--- src/ebpm_pkg.sv ---
// Shared constants and types for the external bus pin and mode control block.
`default_nettype none
package ebpm_pkg;
  // ----------------------------------------------------------------
  // Register indices (byte address is four times the index)
  // ----------------------------------------------------------------
  localparam logic [29:0] MODE_IDX = 30'h0FFFFFBE;
  localparam logic [29:0] WIDTH_IDX = 30'h0FFFFFC0;
  localparam logic [29:0] WAIT_IDX = 30'h0FFFFFC1;
  localparam logic [29:0] STAT_IDX = 30'h0FFFFFC2;
  // ----------------------------------------------------------------
  // Field positions and reset values
  // ----------------------------------------------------------------
  localparam int SEP_BIT = 0;
  localparam int CLKEN_BIT = 8;
  localparam int BUSY_BIT = 0;
  localparam int HOLDAK_BIT = 1;
  localparam logic MODE_RST = 1'h0;
  localparam logic [3:0] WIDTH_RST = 4'hF;
  localparam logic CLKEN_RST = 1'h1;
  localparam logic [2:0] WAIT_RST = 3'h7;
  // ----------------------------------------------------------------
  // Address map of the external area
  // ----------------------------------------------------------------
  localparam int ADDR_W = 26;
  localparam int EXT_TOP_BIT = 24;
  localparam int BLK_LO_BIT = 21;
  localparam int PIN_ADDR_W = 22;
  localparam int UP_ADDR_W = 6;
  localparam logic [2:0] BLK1_CODE = 3'h1;
  localparam logic [2:0] BLK2_CODE = 3'h2;
  localparam logic [2:0] BLK3_CODE = 3'h4;
  localparam logic [1:0] BLK0 = 2'h0;
  localparam logic [1:0] BLK1 = 2'h1;
  localparam logic [1:0] BLK2 = 2'h2;
  localparam logic [1:0] BLK3 = 2'h3;
  localparam logic [3:0] ZERO_WAIT = 4'h0;
  // ----------------------------------------------------------------
  // Bus cycle states
  // ----------------------------------------------------------------
  typedef enum logic [2:0] {
    ST_IDLE = 3'h0,
    ST_ADDR = 3'h1,
    ST_STRB = 3'h3,
    ST_LAST = 3'h2,
    ST_HOLD = 3'h6
  } ebpm_state_type;
endpackage : ebpm_pkg
`default_nettype wire

--- src/ebpm_top.sv ---
// External bus pin and mode control: APB registers, bus cycle engine and pins.
//
// Overview of operation
// - Multiplexed mode: address then data, strobe, upper.
// - Separate mode: data only, separate lower address.
// - System clock divided by two presented on clock output pin.
// - Internal access floats shared lines in separate mode.
// - Internal access holds upper address outputs low.
// - Internal access keeps every bus strobe inactive.
// - Write to internal ROM area runs external cycle.
// - Read of internal ROM area stays internal.
// - Lowest 16 MB decoded into four blocks.
// - Per-block data width and wait count.
// - Only 22 address outputs; area repeats every 4MB.
// - Mode bit 0: zero multiplexed, one separate.
// - Reset clears mode register to multiplexed.
// - Mode register readable, writable by byte or bit.
// - Wait input stretches external cycles only.
// - Cycle lasts at least five clocks muxed, four separate.
// - 16-bit blocks: even bytes low lane, odd bytes high lane; 8-bit blocks use the low lane only.
`default_nettype none
module ebpm_top #(
  parameter logic [ebpm_pkg::ADDR_W-1:0] ROM_SIZE = 26'h0100000
) (
  input wire logic clk_sys,
  input wire logic rst_b,
  input wire logic psel,
  input wire logic penable,
  input wire logic pwrite,
  input wire logic [31:0] paddr,
  input wire logic [31:0] pwdata,
  input wire logic [3:0] pstrb,
  output logic [31:0] prdata,
  output logic pready,
  output logic pslverr,
  input wire logic reqValid,
  input wire logic [ebpm_pkg::ADDR_W-1:0] reqAddr,
  input wire logic reqWrite,
  input wire logic [15:0] reqWdata,
  input wire logic [1:0] reqBe,
  output logic reqAck,
  output logic reqExternal,
  output logic [15:0] reqRdata,
  input wire logic [15:0] adIn,
  output logic [15:0] adOut,
  output logic adOe,
  output logic [15:0] lowAddrOut,
  output logic [ebpm_pkg::UP_ADDR_W-1:0] upAddrOut,
  output logic addrLatchStrobe,
  output logic readStrobe_b,
  output logic writeStrobeLow_b,
  output logic writeStrobeHigh_b,
  output logic busOe,
  output logic systemClockOut,
  input wire logic waitIn_b,
  input wire logic holdRequestIn,
  output logic holdAckOut
);
  // ----------------------------------------------------------------
  // State
  // ----------------------------------------------------------------
  typedef struct packed {
    ebpm_pkg::ebpm_state_type st;
    logic sepMode;
    logic [3:0] width;
    logic clkEn;
    logic [11:0] waits;
    logic [31:0] rdata;
    logic ready;
    logic err;
    logic cycSep;
    logic cycWr;
    logic cycWide;
    logic [1:0] cycBe;
    logic [ebpm_pkg::ADDR_W-1:0] cycAddr;
    logic [15:0] cycData;
    logic [3:0] waitCnt;
    logic ack;
    logic ext;
    logic [15:0] rd;
    logic [15:0] ad;
    logic adOe;
    logic [15:0] low;
    logic [ebpm_pkg::UP_ADDR_W-1:0] up;
    logic address_latch_strobe;
    logic rd_b;
    logic wr0_b;
    logic wr1_b;
    logic busOe;
    logic clk;
    logic hold_acknowledge_output;
    logic [1:0] waitSync;
    logic [1:0] holdSync;
    logic [31:0] dSync;
  } ebpm_regs_type;

  ebpm_regs_type cur_ff;
  ebpm_regs_type nxt_cur;

  logic [29:0] idx;
  logic setup;
  logic commit;
  logic [1:0] blk;
  logic isExt;
  logic isRom;
  logic goExt;
  logic [15:0] pinData;
  logic [3:0] blkWait;
  // Strobe spans the two-flop latency so read data and the wait input are seen in time.
  localparam logic [3:0] SYNC_LAT = 4'h2;

  assign idx = paddr[31:2];
  assign setup = psel && !penable;
  assign commit = psel && penable && cur_ff.ready;
  assign pinData = cur_ff.dSync[31:16];
  assign blkWait = {1'b0, cur_ff.waits[3*blk +: 3]};
  // Mapped external area, ROM hole at the bottom of it.
  assign isExt = (reqAddr[ebpm_pkg::ADDR_W-1:ebpm_pkg::EXT_TOP_BIT] == 2'h0);
  assign isRom = (reqAddr < ROM_SIZE);
  // ROM writes go out on the bus, ROM reads stay inside.
  assign goExt = isExt && (!isRom || reqWrite);

  // ----------------------------------------------------------------
  // Block decode
  // ----------------------------------------------------------------
  always_comb begin
    blk = ebpm_pkg::BLK0;
    if (reqAddr[23:21] >= ebpm_pkg::BLK3_CODE) begin
      blk = ebpm_pkg::BLK3;
    end else if (reqAddr[23:21] >= ebpm_pkg::BLK2_CODE) begin
      blk = ebpm_pkg::BLK2;
    end else if (reqAddr[23:21] == ebpm_pkg::BLK1_CODE) begin
      blk = ebpm_pkg::BLK1;
    end
  end

  // ----------------------------------------------------------------
  // Next state
  // ----------------------------------------------------------------
  always_comb begin
    nxt_cur = cur_ff;
    nxt_cur.waitSync = {cur_ff.waitSync[0], !waitIn_b};
    nxt_cur.holdSync = {cur_ff.holdSync[0], holdRequestIn};
    nxt_cur.dSync = {cur_ff.dSync[15:0], adIn};
    // Toggled flop keeps the pin glitch free; the pin runs at half rate.
    nxt_cur.clk = cur_ff.clkEn && !cur_ff.clk;
    nxt_cur.ack = 1'b0;
    nxt_cur.ready = 1'b0;
    nxt_cur.err = 1'b0;
    if (setup) begin
      nxt_cur.ready = 1'b1;
      nxt_cur.rdata = 32'h0;
      case (idx)
        ebpm_pkg::MODE_IDX: begin
          nxt_cur.rdata[ebpm_pkg::SEP_BIT] = cur_ff.sepMode;
        end
        ebpm_pkg::WIDTH_IDX: begin
          nxt_cur.rdata[3:0] = cur_ff.width;
          nxt_cur.rdata[ebpm_pkg::CLKEN_BIT] = cur_ff.clkEn;
        end
        ebpm_pkg::WAIT_IDX: begin
          nxt_cur.rdata[11:0] = cur_ff.waits;
        end
        ebpm_pkg::STAT_IDX: begin
          nxt_cur.rdata[ebpm_pkg::BUSY_BIT] = (cur_ff.st != ebpm_pkg::ST_IDLE);
          nxt_cur.rdata[ebpm_pkg::HOLDAK_BIT] = cur_ff.hold_acknowledge_output;
        end
        default: begin
          nxt_cur.err = 1'b1;
        end
      endcase
    end
    if (commit && pwrite && pstrb[0]) begin
      case (idx)
        ebpm_pkg::MODE_IDX: begin
          // Only the mode bit is kept; the others are dropped.
          nxt_cur.sepMode = pwdata[ebpm_pkg::SEP_BIT];
        end
        ebpm_pkg::WIDTH_IDX: begin
          nxt_cur.width = pwdata[3:0];
        end
        ebpm_pkg::WAIT_IDX: begin
          nxt_cur.waits[7:0] = pwdata[7:0];
        end
        default: begin
        end
      endcase
    end
    if (commit && pwrite && pstrb[1]) begin
      if (idx == ebpm_pkg::WIDTH_IDX) begin
        nxt_cur.clkEn = pwdata[ebpm_pkg::CLKEN_BIT];
      end
      if (idx == ebpm_pkg::WAIT_IDX) begin
        nxt_cur.waits[11:8] = pwdata[11:8];
      end
    end
    case (cur_ff.st)
      ebpm_pkg::ST_IDLE: begin
        // Pins rest: strobes off, upper address low, data floating.
        nxt_cur.address_latch_strobe = 1'b0;
        nxt_cur.rd_b = 1'b1;
        nxt_cur.wr0_b = 1'b1;
        nxt_cur.wr1_b = 1'b1;
        nxt_cur.up = '0;
        nxt_cur.adOe = 1'b0;
        if (cur_ff.holdSync[1]) begin
          nxt_cur.st = ebpm_pkg::ST_HOLD;
          nxt_cur.busOe = 1'b0;
        end else if (reqValid && !cur_ff.ack) begin
          if (!goExt) begin
            nxt_cur.ack = 1'b1;
            nxt_cur.ext = 1'b0;
            nxt_cur.rd = 16'h0;
          end else begin
            // Mode is frozen per cycle, so a late mode write cannot tear it.
            nxt_cur.cycSep = cur_ff.sepMode;
            nxt_cur.cycWr = reqWrite;
            nxt_cur.cycWide = cur_ff.width[blk];
            nxt_cur.cycBe = reqBe;
            nxt_cur.cycAddr = reqAddr;
            nxt_cur.cycData = reqWdata;
            nxt_cur.waitCnt = (blkWait < SYNC_LAT) ? SYNC_LAT : blkWait;
            nxt_cur.up = reqAddr[ebpm_pkg::PIN_ADDR_W-1:16];
            if (cur_ff.sepMode) begin
              nxt_cur.low = reqAddr[15:0];
              nxt_cur.st = ebpm_pkg::ST_STRB;
              nxt_cur.adOe = reqWrite;
              nxt_cur.rd_b = reqWrite;
              nxt_cur.wr0_b = !(reqWrite && (reqBe[0] || !cur_ff.width[blk]));
              nxt_cur.wr1_b = !(reqWrite && reqBe[1] && cur_ff.width[blk]);
            end else begin
              nxt_cur.low = 16'h0;
              nxt_cur.ad = reqAddr[15:0];
              nxt_cur.adOe = 1'b1;
              nxt_cur.address_latch_strobe = 1'b1;
              nxt_cur.st = ebpm_pkg::ST_ADDR;
            end
            if (reqWrite && cur_ff.sepMode) begin
              if (!cur_ff.width[blk] && reqBe == 2'h2) begin
                nxt_cur.ad = {8'h0, reqWdata[15:8]};
              end else begin
                nxt_cur.ad = reqWdata;
              end
            end
          end
        end
      end
      ebpm_pkg::ST_ADDR: begin
        nxt_cur.address_latch_strobe = 1'b0;
        nxt_cur.st = ebpm_pkg::ST_STRB;
        nxt_cur.adOe = cur_ff.cycWr;
        nxt_cur.ad = cur_ff.cycData;
        if (!cur_ff.cycWide && cur_ff.cycBe == 2'h2) begin
          nxt_cur.ad = {8'h0, cur_ff.cycData[15:8]};
        end
        nxt_cur.rd_b = cur_ff.cycWr;
        nxt_cur.wr0_b = !(cur_ff.cycWr && (cur_ff.cycBe[0] || !cur_ff.cycWide));
        nxt_cur.wr1_b = !(cur_ff.cycWr && cur_ff.cycBe[1] && cur_ff.cycWide);
      end
      ebpm_pkg::ST_STRB: begin
        if (cur_ff.waitCnt != ebpm_pkg::ZERO_WAIT) begin
          nxt_cur.waitCnt = cur_ff.waitCnt - 4'h1;
        end else if (!cur_ff.waitSync[1]) begin
          nxt_cur.st = ebpm_pkg::ST_LAST;
          nxt_cur.rd_b = 1'b1;
          nxt_cur.wr0_b = 1'b1;
          nxt_cur.wr1_b = 1'b1;
          if (!cur_ff.cycWide) begin
            nxt_cur.rd = {pinData[7:0], pinData[7:0]};
          end else begin
            nxt_cur.rd = pinData;
          end
        end
      end
      ebpm_pkg::ST_LAST: begin
        nxt_cur.adOe = 1'b0;
        nxt_cur.ack = 1'b1;
        nxt_cur.ext = 1'b1;
        nxt_cur.st = ebpm_pkg::ST_IDLE;
      end
      ebpm_pkg::ST_HOLD: begin
        nxt_cur.hold_acknowledge_output = cur_ff.holdSync[1];
        if (!cur_ff.holdSync[1] && !cur_ff.hold_acknowledge_output) begin
          nxt_cur.busOe = 1'b1;
          nxt_cur.st = ebpm_pkg::ST_IDLE;
        end
      end
      default: begin
        nxt_cur.st = ebpm_pkg::ST_IDLE;
      end
    endcase
  end

  // ----------------------------------------------------------------
  // Registers
  // ----------------------------------------------------------------
  always_ff @(posedge clk_sys or negedge rst_b) begin
    if (!rst_b) begin
      cur_ff <= '0;
      cur_ff.st <= ebpm_pkg::ST_IDLE;
      cur_ff.sepMode <= ebpm_pkg::MODE_RST;
      cur_ff.width <= ebpm_pkg::WIDTH_RST;
      cur_ff.clkEn <= ebpm_pkg::CLKEN_RST;
      cur_ff.waits <= {4{ebpm_pkg::WAIT_RST}};
      cur_ff.rd_b <= 1'b1;
      cur_ff.wr0_b <= 1'b1;
      cur_ff.wr1_b <= 1'b1;
      cur_ff.busOe <= 1'b1;
    end else begin
      cur_ff <= nxt_cur;
    end
  end

  // ----------------------------------------------------------------
  // Outputs
  // ----------------------------------------------------------------
  assign prdata = cur_ff.rdata;
  assign pready = cur_ff.ready;
  assign pslverr = cur_ff.err;
  assign reqAck = cur_ff.ack;
  assign reqExternal = cur_ff.ext;
  assign reqRdata = cur_ff.rd;
  assign adOut = cur_ff.ad;
  assign adOe = cur_ff.adOe;
  assign lowAddrOut = cur_ff.low;
  assign upAddrOut = cur_ff.up;
  assign addrLatchStrobe = cur_ff.address_latch_strobe;
  assign readStrobe_b = cur_ff.rd_b;
  assign writeStrobeLow_b = cur_ff.wr0_b;
  assign writeStrobeHigh_b = cur_ff.wr1_b;
  assign busOe = cur_ff.busOe;
  assign systemClockOut = cur_ff.clk;
  assign holdAckOut = cur_ff.hold_acknowledge_output;
endmodule : ebpm_top
`default_nettype wire

--- config.mk ---
export PLATFORM = sky130hd
export DESIGN_NAME = ebpm_top
export DESIGN_NICKNAME = d
export VERILOG_FILES = /design/src/ebpm_pkg.sv /design/src/ebpm_top.sv
export SDC_FILE = /design/constraint.sdc
export NUM_CORES = 1
export LEC_CHECK = 0
export BUFFER_PORTS_ARGS = -buffer_cell sky130_fd_sc_hd__buf_2
export CORE_ASPECT_RATIO = 0.8
export CORE_MARGIN = 4
export CORE_UTILIZATION = 55
export CTS_BUF_LIST = sky130_fd_sc_hd__clkbuf_2
export CTS_CLUSTER_DIAMETER = 200
export DETAILED_ROUTE_END_ITERATION = 8
export PLACE_DENSITY = 0.95
export RECOVER_POWER = 50
export SLEW_MARGIN = 5
export SYNTH_ARGS = -nofsm -noshare
export SYNTH_HDL_FRONTEND = slang
export SYNTH_SLANG_ARGS = --single-unit
--- constraint.sdc ---
create_clock -name clk_sys -period 3.5 [get_ports clk_sys]
set_input_delay 0.525 -clock clk_sys [delete_from_list [all_inputs] [get_ports clk_sys]]
set_output_delay 0.525 -clock clk_sys [all_outputs]
set_load 0.03 [all_outputs]
==> results.py <==
metrics = {
    "synth": {
        "yosysSeqAreaShare_pct": 53.34,
        "synth_top_cell_by_area": "dfrtp_1",
        "synth_edf_count": 0,
        "synth_area_per_cell_um2": 10.44,
        "synth.top_cells.by_area": "dfrtp_1 (46%), buf_4 (8.6%), dfstp_2 (7.3%)",
        "yosys.area_share.simple_pct": 15.55,
        "synth_top_cell_area_share_pct": 45.99,
        "synth_adder_area_share_pct": 0.1666,
        "syn_area_um2": 7508,
        "synth-xor-area-share_pct": 0.1166,
        "yosysUniqueCellTypes": 67,
        "ys.flop_type": "dfrtp_1",
        "syn_inst": 719,
        "synthArstFlopShare_pct": 100.0,
        "yosysWarnings": 0,
        "synth_compound_area_share_pct": 12.75,
        "muxShareOfSynthArea_pct": 6.782,
        "synth_seq_cells": 159,
        "synth.most_common_cell": "nand2_1",
        "synth_top_family_by_area": "simple AND/OR/NAND/NOR gates",
        "synthTopCellsByCount": "nand2_1 (144), dfrtp_1 (138), buf_4 (86)",
    },
    "placed_design": {
        "port_buffers": 190,
        "dp.final_hpwl_um": 13710,
        "gp_congestion": 0.9019,
        "placed_area_um2": 8046,
    },
    "floorplan": {
        "ios": 235,
        "core-area_um2": 13100,
        "num_rows": 37,
        "die_w_um": 138.6,
        "start_util_pct": 57.31,
        "fp.dieArea_um2": 15600,
        "dieHeight_um": 112.5,
    },
    "final_layout": {
        "final_cell_area_um2": 8891,
        "nNetsFinal": 1039,
        "fin_util_pct": 67.86,
        "syn_to_final_growth_pct": 18.41,
        "filler_cell_count": 934,
        "multi_input_area_um2": 2736,
        "drive_gt1_share_pct": 29.98,
        "seq_area_um2": 4005,
    },
    "critical_path": {
        "path_cells": "inv_1 -> ha_1 -> nor4b_1 -> nand2_1 -> o31a_1 -> o31ai_1",
        "r2r_cells": 6,
        "critical_path_class": "flop to flop",
        "crit_required_ns": 4.09,
        "crit_path_max_incr_delay_ns": 0.68,
        "r2r_slack_ns": 0.90,
        "startpoint_type": "flop",
        "crit_slowest_cell": "nor4b_1",
        "crit_path_end_kind": "flop",
        "critPathMaxFanout": 32,
        "critPathArrivalTime_ns": 3.19,
    },
    "clocking": {
        "post_cts.repair.setup_buffers": 0,
        "clock_sinks": 159,
        "clk_path_buf_depth": 2,
        "cts_resized": 0,
        "clock_latency_ns": 0.71,
        "cts-htree-levels": 4,
        "root_buffer": "clkbuf_2",
        "cts_buffers": 17,
        "cts_tree": "built",
        "cts.clk_slew.worst_paths_ns": 0.22,
    },
    "global_route": {
        "grtUsageTotal_pct": 26.27,
        "grt_pass1_wl_um": 32360,
        "grt_pass1_vias": 6210,
        "grt_start_max_net_pins": 75,
        "grt_overflow": 0,
        "antenna_found_initial": 1,
    },
    "power_and_ir_drop": {
        "p_leak_nw": 4.249,
        "p_int_mw": 3.157,
        "switchingPower_mw": 2.158,
        "p_clk_share_pct": 17.8,
        "combinationalPowerShare_pct": 35.1,
        "fin_total_pwr_mw": 5.315,
        "p_seq_share_pct": 47.1,
        "vdd_drop_max_v": 0.0003170,
        "switching_share_pct": 40.61,
        "cellPowerDensity_nw_per_um2": 597.8,
    },
    "timing": {
        "finalSetupTns_ns": 0,
        "setup_viol": 0,
        "rsz0062_at_grt": "false",
        "skew_ns": 0.03568,
        "fin_crit_ns": 2.597,
        "max_freq_mhz": 385.0,
        "max_slew_margin_pct": -4.768,
        "period_share_pct": 74.21,
        "finalHoldViolCount": 0,
        "worst_pin_slew_ns": 1.572,
        "finalMaxSlewViolations": 62,
        "hold_slack_ns": 0.09109,
    },
    "worst_hold_path": {
        "hold_path_class": "input port to flop",
        "min_path_cells": 3,
    },
    "detailed_routing": {
        "drc": 0,
        "via_per_inst": 5.641,
        "wl_um": 20470,
        "vias": 6154,
        "drt_iter0_markers": 704,
        "postRouteAntennaNets": 0,
        "dr.pass1.iters": 6,
        "routedWlPerCell_um": 18.76,
    },
    "outcome": {
        "status": "finished with violations",
        "violations": "capacitance limit, slew limit",
    },
    "job": {
        "max_cap_viol_count": 1,
    },
}
[power groups by stage]
stage | combinational (mW) | clock (mW) | sequential [mW]
6_report | 1.86 | 0.946 | 2.51
2_1_floorplan | 1.43 | 0 | 2.48
4_1_cts | 1.82 | 0.962 | 2.48
5_1_grt | 2.01 | 1.03 | 2.54
3_3_place_gp | 1.69 | 0 | 2.49
3_5_place_dp | 1.75 | 0 | 2.52
[repair_timing]
action / 4_1_cts / 5_1_grt
endpoints found under the setup margin: 0 / 0
hold buffers: 64 / 1
hold endpoints to repair: 128 / 1
[worst max-delay path, delay by kind of cell (launching register included)]
family | cells | cell delay, ns
AOI/OAI and AO/OA | 2 | 0.96
and+or+nand+nor | 2 | 0.80
DFF | 1 | 0.45
adders and majority gates | 1 | 0.21
buffers and inverters | 1 | 0.07
[cell usage in the layout, fill, tap and decap left out, types with 10 or more instances in the layout]
cell type and count:
conb_1 20, inv_1 10, dfstp_2 20, mux2i_1 25
a21oi_1 20, nand2_1 144, o21ai_0 36, clkbuf_2 19
buf_2 185, nor2_1 30, a22o_1 16, dfrtp_1 138
o31ai_1 10, mux2_2 19, dlygate4sd3_1 65, nand2b_1 16
[per-stage QoR]
step / setup WS (ns) / instances
after floorplan: 1.428 / 738
final: 0.9026 / 1091
after CTS: 0.9814 / 1088
after global placement: 1.003 / 992
after detailed placement: 0.8706 / 992
after global routing: 0.5442 / 1090
[final cells by class]
class / instances / area share [%]
antenna: 2 / 0.05629
clock buffer: 18 / 1.013
clock inverter: 14 / 1.407
inverter: 10 / 0.4222
multi-input combinational: 449 / 30.78
sequential: 159 / 45.05
tap: 175 / 2.463
timing repair buffer: 264 / 18.82
[metal layers]
| metal | global-route usage (%) | vias to the layer above | wire length (µm) |
|---|---|---|---|
| met5 | 0 | - | 0 |
| met1 | 33.03 | 2940 | 8039 |
| li1 | - | 2761 | - |
| met2 | 42.07 | 388 | 9754 |
| met3 | 7.964 | 65 | 1918 |
| met4 | 12.39 | 0 | 758 |
[cell families after synthesis]
kind of cell	count (synthesis)
buffers and inverters	130
flip-flops	159
XOR/XNOR	1
AO/OA/AOI/OAI	135
multiplexers	48
AND/OR/NAND/NOR	244
adder cells (fa/ha/maj)	1
other	1
[worst paths after layout]
path                             start             end
setup / recovery           cur_ff[100]    reqRdata[10]
hold / removal             reqAddr[13]  lowAddrOut[13]
setup reg to reg           cur_ff[100]    reqRdata[10]
hold reg to reg              cur_ff[5]      cur_ff[21]
max in group asynchronous        rst_b      cur_ff[31]
min in group asynchronous        rst_b    reqRdata[14]
[state kept, by name (all words and copies together) (netlist names)]
register           count
writeStrobeLow_b       1
addrLatchStrobe        1
reqExternal            1
holdAckOut             1
busOe                  1
readStrobe_b           1
upAddrOut              6
reqRdata              16
cur_ff                81
pready                 1
pslverr                1
systemClockOut         1
reqAck                 1
writeStrobeHigh_b      1
adOut                 16
lowAddrOut            16
adOe                   1
prdata                12
(Power assumes the default switching activity.)
